--- src/hdl/dcp_pkg.sv ---
package dcp_pkg;

    // ------------------------------------------------------------
    // Control memory codes
    // ------------------------------------------------------------
    localparam logic [3:0] CODE_UNASSIGNED = 4'h0;
    localparam logic [3:0] CODE_SW64       = 4'h1;
    localparam logic [3:0] CODE_SW16_B10   = 4'h4;
    localparam logic [3:0] CODE_SW16_B32   = 4'h5;
    localparam logic [3:0] CODE_SW16_B54   = 4'h6;
    localparam logic [3:0] CODE_SW16_B76   = 4'h7;
    localparam logic [3:0] CODE_CI_EVEN    = 4'h8;
    localparam logic [3:0] CODE_CI_EVEN_DN = 4'hA;
    localparam logic [3:0] CODE_DS_HIZ     = 4'hB;

    // ------------------------------------------------------------
    // Memory access command encodings
    // ------------------------------------------------------------
    localparam logic [3:0] CMD_WRITE_CODE_DATA = 4'h7;
    localparam logic [7:0] CMD_TRISTATE_ONE    = 8'h60;
    localparam logic [7:0] CMD_CM_RESET        = 8'h80;
    localparam logic [7:0] CMD_READ_CM         = 8'h40;

    // ------------------------------------------------------------
    // Register offsets of the plain register port
    // ------------------------------------------------------------
    localparam logic [3:0] REG_MEM_DATA    = 4'h0;
    localparam logic [3:0] REG_MEM_ADDR    = 4'h1;
    localparam logic [3:0] REG_MEM_CTRL    = 4'h2;
    localparam logic [3:0] REG_READ_CODE   = 4'h3;
    localparam logic [3:0] REG_READ_DATA   = 4'h4;
    localparam logic [3:0] REG_CHG_QUEUE   = 4'h5;
    localparam logic [3:0] REG_STATUS      = 4'h6;
    localparam logic [3:0] REG_CONFIG      = 4'h7;

    // Field positions.
    localparam int ADDR_DIR_BIT   = 7;
    localparam int CFG_HS_BIT     = 0;
    localparam int CFG_SUBSEL_LO  = 1;
    localparam int CFG_SUBSEL_HI  = 2;
    localparam int ST_CHG_BIT     = 0;
    localparam int ST_QFULL_BIT   = 1;
    localparam int ST_BUSY_BIT    = 2;

    // Frame timing.
    localparam int FRAME_US       = 125;
    localparam int SLOTS          = 32;
    localparam int CLK_MHZ        = 100;
    localparam int FRAME_CYCLES   = FRAME_US * CLK_MHZ;

    typedef struct packed {
        logic [3:0] code;
        logic [7:0] data;
    } dcp_cm_s;

    typedef struct packed {
        logic [7:0] addr;
        logic [7:0] wdata;
        logic       wr;
        logic       rd;
    } dcp_bus_s;

endpackage

--- src/hdl/dcp_top.sv ---
`timescale 1ns/1ns
module dcp_top
#(
    parameter int SLOTS_P = 32,
    parameter int QDEPTH  = 16
)
(
    input  wire logic              clk_sys,
    input  wire logic              rst_n,
    input  wire logic [3:0]        reg_addr,
    input  wire logic [7:0]        reg_wdata,
    input  wire logic              reg_wr,
    input  wire logic              reg_rd,
    output logic      [7:0]        reg_rdata,
    output logic                   ci_change_irq,
    input  wire logic              line_clk,
    input  wire logic              line_frame,
    input  wire logic              line_rx,
    output logic                   line_tx,
    output logic                   line_tx_oe,
    input  wire logic              pcm_rx,
    output logic                   pcm_tx,
    output logic                   pcm_tx_oe,
    input  wire logic              hs_mode,
    input  wire logic [1:0]        hs_bits
);
    import dcp_pkg::*;

    initial
    begin
        if (SLOTS_P != 32 || QDEPTH < 2 || QDEPTH > 256)
            $error("dcp_top: unsupported parameters");
    end

    // ------------------------------------------------------------
    // Input synchronisers
    // ------------------------------------------------------------
    logic [3:0] s1_q, s2_q, s1_d;
    logic       lclk_prev_q, lclk_prev_d;
    always_comb
    begin
        s1_d = {line_clk, line_frame, line_rx, pcm_rx};
        lclk_prev_d = s2_q[3];
    end
    always_ff @(posedge clk_sys or negedge rst_n)
    begin
        if (!rst_n)
        begin
            s1_q        <= 4'h0;
            s2_q        <= 4'h0;
            lclk_prev_q <= 1'b0;
        end
        else
        begin
            s1_q        <= s1_d;
            s2_q        <= s1_q;
            lclk_prev_q <= lclk_prev_d;
        end
    end
    logic rise;
    assign rise = s2_q[3] && !lclk_prev_q;

    // ------------------------------------------------------------
    // Memories
    // ------------------------------------------------------------
    dcp_cm_s    cm_dn [SLOTS_P];
    dcp_cm_s    cm_up [SLOTS_P];
    logic [7:0] drive_mask [SLOTS_P];
    logic [3:0] ci_prev [SLOTS_P];
    logic [4:0] queue [QDEPTH];

    // ------------------------------------------------------------
    // Register port state
    // ------------------------------------------------------------
    logic [7:0] mdata_q, maddr_q, cfg_q, rdata_q, rcode_q, rdat_q;
    logic [7:0] mdata_d, maddr_d, cfg_d, rdata_d, rcode_d, rdat_d;
    logic [5:0] clr_idx_q, clr_idx_d;
    logic       clr_busy_q, clr_busy_d;

    // Line side bit position.
    logic [2:0] bit_q, bit_d;
    logic [4:0] slot_q, slot_d;
    logic [7:0] rxsh_q, rxsh_d;
    logic [7:0] pcmsh_q, pcmsh_d;
    logic       tx_q, tx_d, oe_q, oe_d, ptx_q, ptx_d, poe_q, poe_d;
    logic       irq_q, irq_d;

    // Queue pointers.
    logic [8:0] wp_q, rp_q, wp_d, rp_d;
    logic       push, pop;
    logic [4:0] push_val;
    logic       qempty, qfull;
    assign qempty = (wp_q == rp_q);
    assign qfull  = (wp_q - rp_q) == 9'(QDEPTH);

    // Per-bit line output from the current slot configuration.
    function automatic logic [1:0] tx_bit(input dcp_cm_s e, input dcp_cm_s o,
                                         input logic odd, input logic [2:0] b,
                                         input logic pcm, input logic hsm,
                                         input logic [1:0] hsb);
        logic [1:0] r;
        r = 2'b00;
        if (!odd)
            r = {1'b1, 1'b1};
        else if (b >= 3'd6)
        begin
            if (o.code == CODE_DS_HIZ)
                r = 2'b00;
            else if (o.code == CODE_SW64 || o.code[3:2] == 2'b01)
                r = {pcm, 1'b1};
        end
        else if (b >= 3'd2)
            r = {e.data[b], 1'b1};
        else if (o.code == CODE_SW64)
            r = {pcm & (hsm ? hsb[b[0]] : 1'b1), 1'b1};
        else
            r = {hsm ? hsb[b[0]] : e.data[b], 1'b1};
        return r;
    endfunction

    // PCM bit index selected by a 16 kbps code.
    function automatic logic [2:0] pcm_pos(input logic [3:0] c, input logic [2:0] b);
        return 3'({c[1:0], b[0]});
    endfunction

    logic       odd;
    logic [1:0] tb;
    dcp_cm_s    ev_dn, od_dn, od_up, ev_up;
    always_comb
    begin
        odd   = slot_q[0];
        ev_dn = cm_dn[{slot_q[4:1], 1'b0}];
        od_dn = cm_dn[{slot_q[4:1], 1'b1}];
        ev_up = cm_up[{slot_q[4:1], 1'b0}];
        od_up = cm_up[{slot_q[4:1], 1'b1}];
        tb    = tx_bit(ev_dn, od_dn, odd, 3'(7 - bit_q), s2_q[0], hs_mode, hs_bits);
    end

    // ------------------------------------------------------------
    // Next state
    // ------------------------------------------------------------
    always_comb
    begin
        mdata_d = mdata_q;
        maddr_d = maddr_q;
        cfg_d   = cfg_q;
        rcode_d = rcode_q;
        rdat_d  = rdat_q;
        rdata_d = 8'h00;
        clr_idx_d = clr_idx_q;
        clr_busy_d = clr_busy_q;
        bit_d = bit_q;
        slot_d = slot_q;
        rxsh_d = rxsh_q;
        pcmsh_d = pcmsh_q;
        tx_d = tx_q;
        oe_d = oe_q;
        ptx_d = ptx_q;
        poe_d = poe_q;
        push = 1'b0;
        push_val = slot_q;
        pop = 1'b0;
        if (reg_wr)
        begin
            unique case (reg_addr)
                REG_MEM_DATA: mdata_d = reg_wdata;
                REG_MEM_ADDR: maddr_d = reg_wdata;
                REG_CONFIG:   cfg_d   = reg_wdata;
                REG_MEM_CTRL:
                    if (reg_wdata == CMD_CM_RESET)
                    begin
                        clr_busy_d = 1'b1;
                        clr_idx_d = 6'h0;
                    end
                    else if (reg_wdata == CMD_READ_CM)
                    begin
                        rcode_d = {4'h0, maddr_q[ADDR_DIR_BIT] ?
                                   cm_up[maddr_q[4:0]].code : cm_dn[maddr_q[4:0]].code};
                        rdat_d  = maddr_q[ADDR_DIR_BIT] ?
                                  cm_up[maddr_q[4:0]].data : cm_dn[maddr_q[4:0]].data;
                    end
                default: ;
            endcase
        end
        if (reg_rd)
        begin
            unique case (reg_addr)
                REG_MEM_DATA:  rdata_d = mdata_q;
                REG_MEM_ADDR:  rdata_d = maddr_q;
                REG_MEM_CTRL:  rdata_d = 8'h00;
                REG_READ_CODE: rdata_d = rcode_q;
                REG_READ_DATA: rdata_d = rdat_q;
                REG_CHG_QUEUE:
                begin
                    rdata_d = qempty ? 8'h00 : {3'b000, queue[rp_q[7:0] % QDEPTH]};
                    pop = !qempty;
                end
                REG_STATUS:    rdata_d = {5'h0, clr_busy_q, qfull, !qempty};
                REG_CONFIG:    rdata_d = cfg_q;
                default:       rdata_d = 8'h00;
            endcase
        end
        if (clr_busy_q)
        begin
            clr_idx_d = clr_idx_q + 6'h1;
            if (clr_idx_q == 6'(SLOTS_P - 1))
                clr_busy_d = 1'b0;
        end
        if (rise)
        begin
            if (s2_q[2])
            begin
                bit_d = 3'h0;
                slot_d = 5'h0;
            end
            else
            begin
                bit_d = bit_q + 3'h1;
                if (bit_q == 3'h7)
                    slot_d = slot_q + 5'h1;
            end
            rxsh_d = {rxsh_q[6:0], s2_q[1]};
            pcmsh_d = {pcmsh_q[6:0], s2_q[0]};
            tx_d = tb[1];
            oe_d = tb[0];
            if (odd && od_up.code[3:2] == 2'b01)
            begin
                ptx_d = s2_q[1];
                poe_d = (3'(7 - bit_q) == pcm_pos(od_up.code, 3'(7 - bit_q)));
            end
            else if (odd && od_up.code == CODE_SW64)
            begin
                ptx_d = s2_q[1];
                poe_d = drive_mask[slot_q][3'(7 - bit_q)];
            end
            else
                poe_d = 1'b0;
            if (odd && bit_q == 3'h7 && ev_up.code == CODE_CI_EVEN)
            begin
                if (rxsh_q[5:2] != ci_prev[slot_q])
                begin
                    push = !qfull;
                    push_val = slot_q;
                end
            end
        end
    end

    always_comb
    begin
        wp_d = push ? wp_q + 9'h1 : wp_q;
        rp_d = pop ? rp_q + 9'h1 : rp_q;
        irq_d = irq_q;
        if (push)
            irq_d = 1'b1;
        else if (pop && (wp_q - rp_q) == 9'h1)
            irq_d = 1'b0;
    end

    always_ff @(posedge clk_sys or negedge rst_n)
    begin
        if (!rst_n)
        begin
            mdata_q <= 8'h00;
            maddr_q <= 8'h00;
            cfg_q <= 8'h00;
            rcode_q <= 8'h00;
            rdat_q <= 8'h00;
            rdata_q <= 8'h00;
            clr_idx_q <= 6'h0;
            clr_busy_q <= 1'b0;
            bit_q <= 3'h0;
            slot_q <= 5'h0;
            rxsh_q <= 8'h00;
            pcmsh_q <= 8'h00;
            tx_q <= 1'b1;
            oe_q <= 1'b0;
            ptx_q <= 1'b1;
            poe_q <= 1'b0;
            irq_q <= 1'b0;
            wp_q <= 9'h0;
            rp_q <= 9'h0;
        end
        else
        begin
            mdata_q <= mdata_d;
            maddr_q <= maddr_d;
            cfg_q <= cfg_d;
            rcode_q <= rcode_d;
            rdat_q <= rdat_d;
            rdata_q <= rdata_d;
            clr_idx_q <= clr_idx_d;
            clr_busy_q <= clr_busy_d;
            bit_q <= bit_d;
            slot_q <= slot_d;
            rxsh_q <= rxsh_d;
            pcmsh_q <= pcmsh_d;
            tx_q <= tx_d;
            oe_q <= oe_d;
            ptx_q <= ptx_d;
            poe_q <= poe_d;
            irq_q <= irq_d;
            wp_q <= wp_d;
            rp_q <= rp_d;
        end
    end

    // ------------------------------------------------------------
    // Memory writes
    // ------------------------------------------------------------
    // Memories carry no reset; the clear sweep gives cm_dn, cm_up and drive_mask defined values, but not ci_prev or queue.
    always_ff @(posedge clk_sys)
    begin
        if (clr_busy_q)
        begin
            cm_dn[clr_idx_q[4:0]] <= '{code: CODE_UNASSIGNED, data: 8'h00};
            cm_up[clr_idx_q[4:0]] <= '{code: CODE_UNASSIGNED, data: 8'h00};
            drive_mask[clr_idx_q[4:0]] <= 8'h00;
        end
        else if (reg_wr && reg_addr == REG_MEM_CTRL)
        begin
            if (reg_wdata[7:4] == CMD_WRITE_CODE_DATA)
            begin
                if (maddr_q[ADDR_DIR_BIT])
                    cm_up[maddr_q[4:0]] <= '{code: reg_wdata[3:0], data: mdata_q};
                else
                    cm_dn[maddr_q[4:0]] <= '{code: reg_wdata[3:0], data: mdata_q};
            end
            else if (reg_wdata == CMD_TRISTATE_ONE)
                drive_mask[maddr_q[4:0]] <= mdata_q;
        end
        if (push_val[0] && rise && odd && bit_q == 3'h7)
            ci_prev[slot_q] <= rxsh_q[5:2];
        if (push)
            queue[wp_q[7:0] % QDEPTH] <= push_val;
    end

    assign reg_rdata     = rdata_q;
    assign ci_change_irq = irq_q;
    assign line_tx       = tx_q;
    assign line_tx_oe    = oe_q;
    assign pcm_tx        = ptx_q;
    assign pcm_tx_oe     = poe_q;
endmodule

--- config.mk ---
export PLATFORM = sky130hd
export DESIGN_NAME = dcp_top
export DESIGN_NICKNAME = d
export VERILOG_FILES = /design/src/hdl/dcp_pkg.sv /design/src/hdl/dcp_top.sv
export SDC_FILE = /design/constraint.sdc
export NUM_CORES = 1
export LEC_CHECK = 0
export BUFFER_PORTS_ARGS = -buffer_cell sky130_fd_sc_hd__buf_4
export CAP_MARGIN = 40
export CORE_ASPECT_RATIO = 0.6
export CORE_MARGIN = 1
export CORE_UTILIZATION = 35
export CTS_CLUSTER_DIAMETER = 80
export CTS_CLUSTER_SIZE = 25
export DETAILED_ROUTE_END_ITERATION = 16
export PLACE_DENSITY_LB_ADDON = 0.08
export SLEW_MARGIN = 20
export SYNTH_ARGS = -nofsm -noshare
export SYNTH_HDL_FRONTEND = slang
export SYNTH_SLANG_ARGS = --single-unit
--- constraint.sdc ---
create_clock -name clk_sys -period 4.9 [get_ports clk_sys]
set_clock_uncertainty 0.15 [all_clocks]
set_input_delay 0.245 -clock clk_sys [delete_from_list [all_inputs] [get_ports clk_sys]]
set_output_delay 0.245 -clock clk_sys [all_outputs]
set_load 0.01 [all_outputs]
==> results.json, run 1 <==
{
  "highest_layer": "met4",
  "p_leak_nw": 21.8,
  "drtPass1Iterations": 6,
  "startpoint_type": "flip-flop",
  "wl_per_cell_um": 32.4,
  "power_density_nw_per_um2": 345,
  "slew_headroom": 0.385,
  "synthSimpleGateAreaFrac": 0.0442,
  "yosysWarnings": 0,
  "hold_slack_ns": 0.208,
  "setup_viol": 0,
  "instances_no_fill": 5176,
  "rsz0062_at_grt": "false",
  "route.met2.wl_um": 69200,
  "tightest_slew_ns": 0.919,
  "insertion_delay_ns": 0.73,
  "synth_flop_cell": "edfxtp_1",
  "ir_worst_vdd_uv": 274,
  "worst_path_largest_cell_delay_ns": 0.81,
  "die_area_um2": 160000,
  "drv_slew": 0,
  "wl_met3_um": 12400,
  "yosysSeqAreaShare": 0.712,
  "port_buffers": 35,
  "num_io_pins": 36,
  "fin_util": 0.394,
  "postRouteAntennaNets": 0,
  "clk_pin_slew_ns": 0.11,
  "synthMuxAreaShare": 0.189,
  "cts-buffers-inserted": 59,
  "synth.distinct_cells": 89,
  "synthXorXnorAreaFrac": 0.00443,
  "synthCells": 2822,
  "async_flop_share": 0.0730,
  "crit_path_top_delay_cell": "nor2_1",
  "place_congestion": 0.881,
  "cts_tree": "built",
  "dp_hpwl_um": 115000,
  "grt_max_degree": 66,
  "setup.worst_path.class": "flip-flop to flip-flop",
  "fp.dieH_um": 310,
  "grt_pass1_vias": 29100,
  "area_growth_pct": 11.1,
  "placed_area_um2": 59300,
  "synthAdderAreaFrac": 0.00488,
  "postSynthAreaPerCell_um2": 19.6,
  "met1_length_um": 83800,
  "antenna_found_initial": 8,
  "drtIter0Drc": 3708,
  "period_share": 0.817,
  "hp-class": "flip-flop to flip-flop",
  "drive_gt1_frac": 0.261,
  "pre_cts_ws_ns": 0.945,
  "drt-total-wl_um": 168000,
  "power.total_mw": 21.2,
  "ys_seq_elements": 1329,
  "grt_usage": 0.209,
  "arrival_ns": 4.25,
  "fin_area_um2": 61500,
  "regArea_um2": 39500,
  "multi_input_area_um2": 14900,
  "clockRootBuffer": "clkbuf_16",
  "vias": 29500,
  "overflow": 0,
  "synth_top_family_by_area": "multiplexers",
  "ctsResizeCount": 0,
  "htreeDepth": 2,
  "remaining_drc_errors": 0,
  "hold_viol_final": 0,
  "synth_compound_area_frac": 0.0268,
  "setup_slack_ns": 0.898,
  "cp_max_fo": 20,
  "post_cts_buffers": 0,
  "dieWidth_um": 515,
  "synth_enable_flop_cells": 1232,
  "end_kind": "flip-flop",
  "viasPerCell": 5.71,
  "syn-num-nets": 2866,
  "timing.fmax_mhz": 250,
  "fin_crit_ns": 4.00,
  "coreArea_um2": 156000,
  "maxCapViolCount": 0,
  "fill_cells": 14000,
  "cp_data_required_time_ns": 5.14,
  "syn_area_um2": 55400,
  "outcome": "finished, final reports clean",
  "timing.setup.tns_ns": 0,
  "grt_pass1_wl_um": 234000,
  "start_util": 0.354,
  "placedCellCount": 5007,
  "final_nets": 3054,
  "cts.sinks": 1329,
  "crit_chain": "nand2_1, nor2_1, a22oi_1, o211ai_1, xor2_1, nor3_4, a21oi_2, buf_4, and3_1",
  "layout.cells.most_common_list": "edfxtp_1 (1232), mux4_2 (390), buf_4 (210), nor2_1 (195), mux2i_1 (113)",
  "cts_buffer_depth": 3,
  "rows": 112,
  "layout_commonest_cell": "edfxtp_1"
}
[metal layers]
layer  vias up  GRT usage
met3       134     0.0341
met4         0     0.0304
met5         -          0
li1      12000          -
met2      1235      0.290
met1     16200      0.345
[cells by family (layout without fill, tap and decap cells)]
logic type,count (synthesis),in the layout
flip-flops,1329,1329
multiplexers,552,552
AND/OR/NAND/NOR,495,495
AO/OA/AOI/OAI,218,218
buffers and inverters,179,417
XOR/XNOR,28,28
adder cells (fa/ha/maj),21,21
other,0,7
[critical path: cells and delay by family (launching register included)]
family	cells	cell delay (ns)
compound gates	3	0.60
xor+xnor	1	0.28
buf+inv	1	0.26
flops	1	0.69
simple gates	4	1.68
[cell usage after synthesis (9+ instances only)]
cell type	count	share of area
edfxtp_1	1232	0.67
mux4_2	390	0.16
nor2_1	197	0.013
mux2i_1	113	0.020
dfrtp_1	95	0.043
nand2_1	90	0.0061
clkbuf_1	69	0.0047
mux2_2	49	0.010
a21oi_1	38	0.0034
o22ai_1	34	0.0038
o21ai_0	30	0.0027
and2_1	29	0.0033
and3_1	26	0.0029
buf_2	25	0.0023
nor3_1	25	0.0023
nor4_1	24	0.0027
a31oi_1	23	0.0026
nand3_1	23	0.0021
buf_4	22	0.0030
ha_1	20	0.0045
inv_1	19	0.0013
xor2_1	18	0.0028
buf_1	17	0.0012
a211oi_1	16	0.0022
buf_6	15	0.0031
nand2b_1	12	0.0014
nor2b_1	12	0.0014
a22oi_1	10	0.0014
xnor2_1	10	0.0016
a221oi_1	9	0.0014
nor3b_1	9	0.0012
[worst paths after layout]
| kind | slack (ns) | cells after the start | from | to |
|---|---|---|---|---|
| setup / recovery | 0.90 | 9 | slot_q[3] | queue[11][2] |
| hold reg to reg | 0.21 | 0 | s1_q[1] | s2_q[1] |
| min in group asynchronous | 0.50 | 4 | rst_n | pcm_tx_oe |
| max in group asynchronous | 3.29 | 5 | rst_n | rdat_q[7] |
| setup reg to reg | 0.90 | 9 | slot_q[3] | queue[11][2] |
| hold / removal | 0.21 | 0 | s1_q[1] | s2_q[1] |
[sequential cells by signal, indices dropped and copies added, names as in the netlist, 6 cells and up]
signal	flops
cfg_q	8
ci_prev	128
clr_idx_q	6
cm_dn	384
cm_up	384
drive_mask	256
maddr_q	8
mdata_q	8
queue	80
rdat_q	8
reg_rdata	8
rp_q	9
rxsh_q	6
wp_q	9
[report_power, final]
part           internal [mW]  leakage, nW  total, mW  switching, mW
registers               12.4         14.7       12.7          0.290
clock network           2.39        0.827       5.94           3.55
logic                   1.18         6.27       2.60           1.43
total                   15.9         21.8       21.2           5.27
[area by class of cell]
cell class              count  area share
repair buffers            283      0.0424
clock buffers             108      0.0279
clock inverters             3    0.000407
diodes                      7    0.000285
multi-input cells        1314       0.243
well taps                2109      0.0429
inverters                  23     0.00144
flip-flops and latches   1329       0.642
[repair_timing]
| action | 4_1_cts | 5_1_grt |
|---|---|---|
| setup endpoints to repair | 0 | 0 |
| endpoints found under the hold margin | 125 | 0 |
| hold buffers | 27 | 0 |
No activity file was read; power rests on OpenSTA's default activity.
==> run 2: changes to the inputs <==
clock period = 3.9 ns   (was 4.9 ns; I/O delays follow)
==> results.json, run 2 (synthesized netlist as in run 1, its figures left out) <==
{
  "antenna_found_initial": 11,
  "cts.sinks": 1329,
  "r2r_setup_slack_ns": 0.10,
  "clk_pin_slew_ns": 0.11,
  "insertion_delay_ns": 0.73,
  "drive_gt1_frac": 0.276,
  "drt-total-wl_um": 169000,
  "num_io_pins": 36,
  "viasPerCell": 5.64,
  "wl_per_cell_um": 32.3,
  "start_util": 0.354,
  "grt_usage": 0.211,
  "rsz0062_at_grt": "false",
  "dp_hpwl_um": 115000,
  "placedCellCount": 5075,
  "htreeDepth": 2,
  "place_congestion": 0.891,
  "fin_crit_ns": 3.80,
  "cts_buffer_depth": 3,
  "end_kind": "flip-flop",
  "ir_worst_vdd_uv": 255,
  "postRouteAntennaNets": 0,
  "overflow": 0,
  "drtPass1Iterations": 6,
  "remaining_drc_errors": 0,
  "outcome": "finished, final reports clean",
  "period_share": 0.974,
  "startpoint": "slot_q[0]",
  "final_nets": 3115,
  "regToRegEndpoint": "queue[13][3]",
  "clockRootBuffer": "clkbuf_16",
  "cts-buffers-inserted": 60,
  "slew_headroom": 0.398,
  "port_buffers": 35,
  "placed_area_um2": 59700,
  "rr_worst_depth": 10,
  "drtIter0Drc": 3956,
  "setup.worst_path.class": "flip-flop to flip-flop",
  "cts_tree": "built",
  "cp_data_required_time_ns": 4.21,
  "maxCapViolCount": 0,
  "layout.cells.most_common_list": "edfxtp_1 (1232), mux4_2 (390), buf_4 (278), nor2_1 (195), mux2i_1 (113)",
  "worstSetupEndpoint": "queue[13][3]",
  "startpoint_type": "flip-flop",
  "area_growth_pct": 11.9,
  "rr_startpoint": "slot_q[0]",
  "power.total_mw": 26.8,
  "tightest_slew_ns": 0.900,
  "coreArea_um2": 156000,
  "arrival_ns": 4.11,
  "drv_slew": 0,
  "power_density_nw_per_um2": 433,
  "grt_pass1_vias": 29300,
  "layout_commonest_cell": "edfxtp_1",
  "die_area_um2": 160000,
  "hold_viol_final": 0,
  "hold_slack_ns": 0.0484,
  "grt_pass1_wl_um": 236000,
  "vias": 29500,
  "cp_max_fo": 31,
  "timing.fmax_mhz": 263,
  "grt_max_degree": 76,
  "hp-class": "input port to flip-flop",
  "p_leak_nw": 22.1,
  "fp.dieH_um": 310,
  "dieWidth_um": 515,
  "rows": 112,
  "instances_no_fill": 5223,
  "timing.setup.tns_ns": 0,
  "fin_area_um2": 61900,
  "setup_viol": 0
}
## run 2: cell count changes in the layout (fill, tap and decap cells not counted), sizes merged
cell,previous run,this run
buf,254,314
clkbuf,111,96
clkinv,4,5
clkinvlp,0,1
diode,7,2
dlygate4sd3,26,28
inv,22,25
## run 2: where the power goes
group          internal [mW]  switching (mW)  total (mW)
Clock                   3.00            4.57        7.57
Sequential              15.5           0.239        15.8
Combinational           1.54            1.93        3.48
## run 2: worst max-delay path, stage by stage (launching register included)
cell and delay (ns):
dfrtp_4 0.46, buf_12 0.23, buf_4 0.31, mux4_2 0.53, mux2i_1 0.38, o221ai_1 0.20, xor2_1 0.20, nor3_4 0.43
a21oi_2 0.14, buf_12 0.18, and3_1 0.26
## run 2: through the flow
step,util,setup slack (ns)
6_report,0.396,0.103
5_1_grt,0.396,0.00652
4_1_cts,0.395,0.0472
3_5_place_dp,0.382,0.0559
3_3_place_gp,0.381,0.123
2_1_floorplan,-,0.348
## run 2: worst min-delay path by stage
stage	depth (start not counted)	from	endpoint	slack, ns
2_1_floorplan	0	rst_n	bit_q[0]	-0.25
3_3_place_gp	1	line_rx	s1_q[1]	0.15
3_5_place_dp	1	rst_n	rxsh_q[5]	-0.04
4_1_cts	5	reg_addr[2]	reg_rdata[1]	0.02
5_1_grt	5	reg_addr[2]	reg_rdata[1]	0.07
6_report	4	hs_bits[1]	line_tx	0.05
## run 2: area by class of cell
type,instances,area [µm²]
tap,2109,2640
sequential,1329,39500
timing repair buffer,343,3060
clock buffer,95,1680
fill,14000,94300
antenna,2,5.00
clock inverter,8,70.1
inverter,23,88.8
multi-input combinational,1314,14900
## run 2: layer usage
layer  GRT usage  vias to the layer above  share of wire
met5           0                        -        0.00030
met1       0.339                    16100           0.49
met3      0.0478                      151          0.082
met4      0.0319                        6          0.014
li1            -                    12100              -
met2       0.294                     1118           0.41
## run 2: repair_timing
| item | 4_1_cts | 5_1_grt |
|---|---|---|
| endpoints found under the setup margin | 0 | 76 |
| resized for setup | 0 | 2 |
| hold buffers | 28 | 0 |
| buffers inserted | 0 | 1 |
| hold endpoints to repair | 153 | 0 |
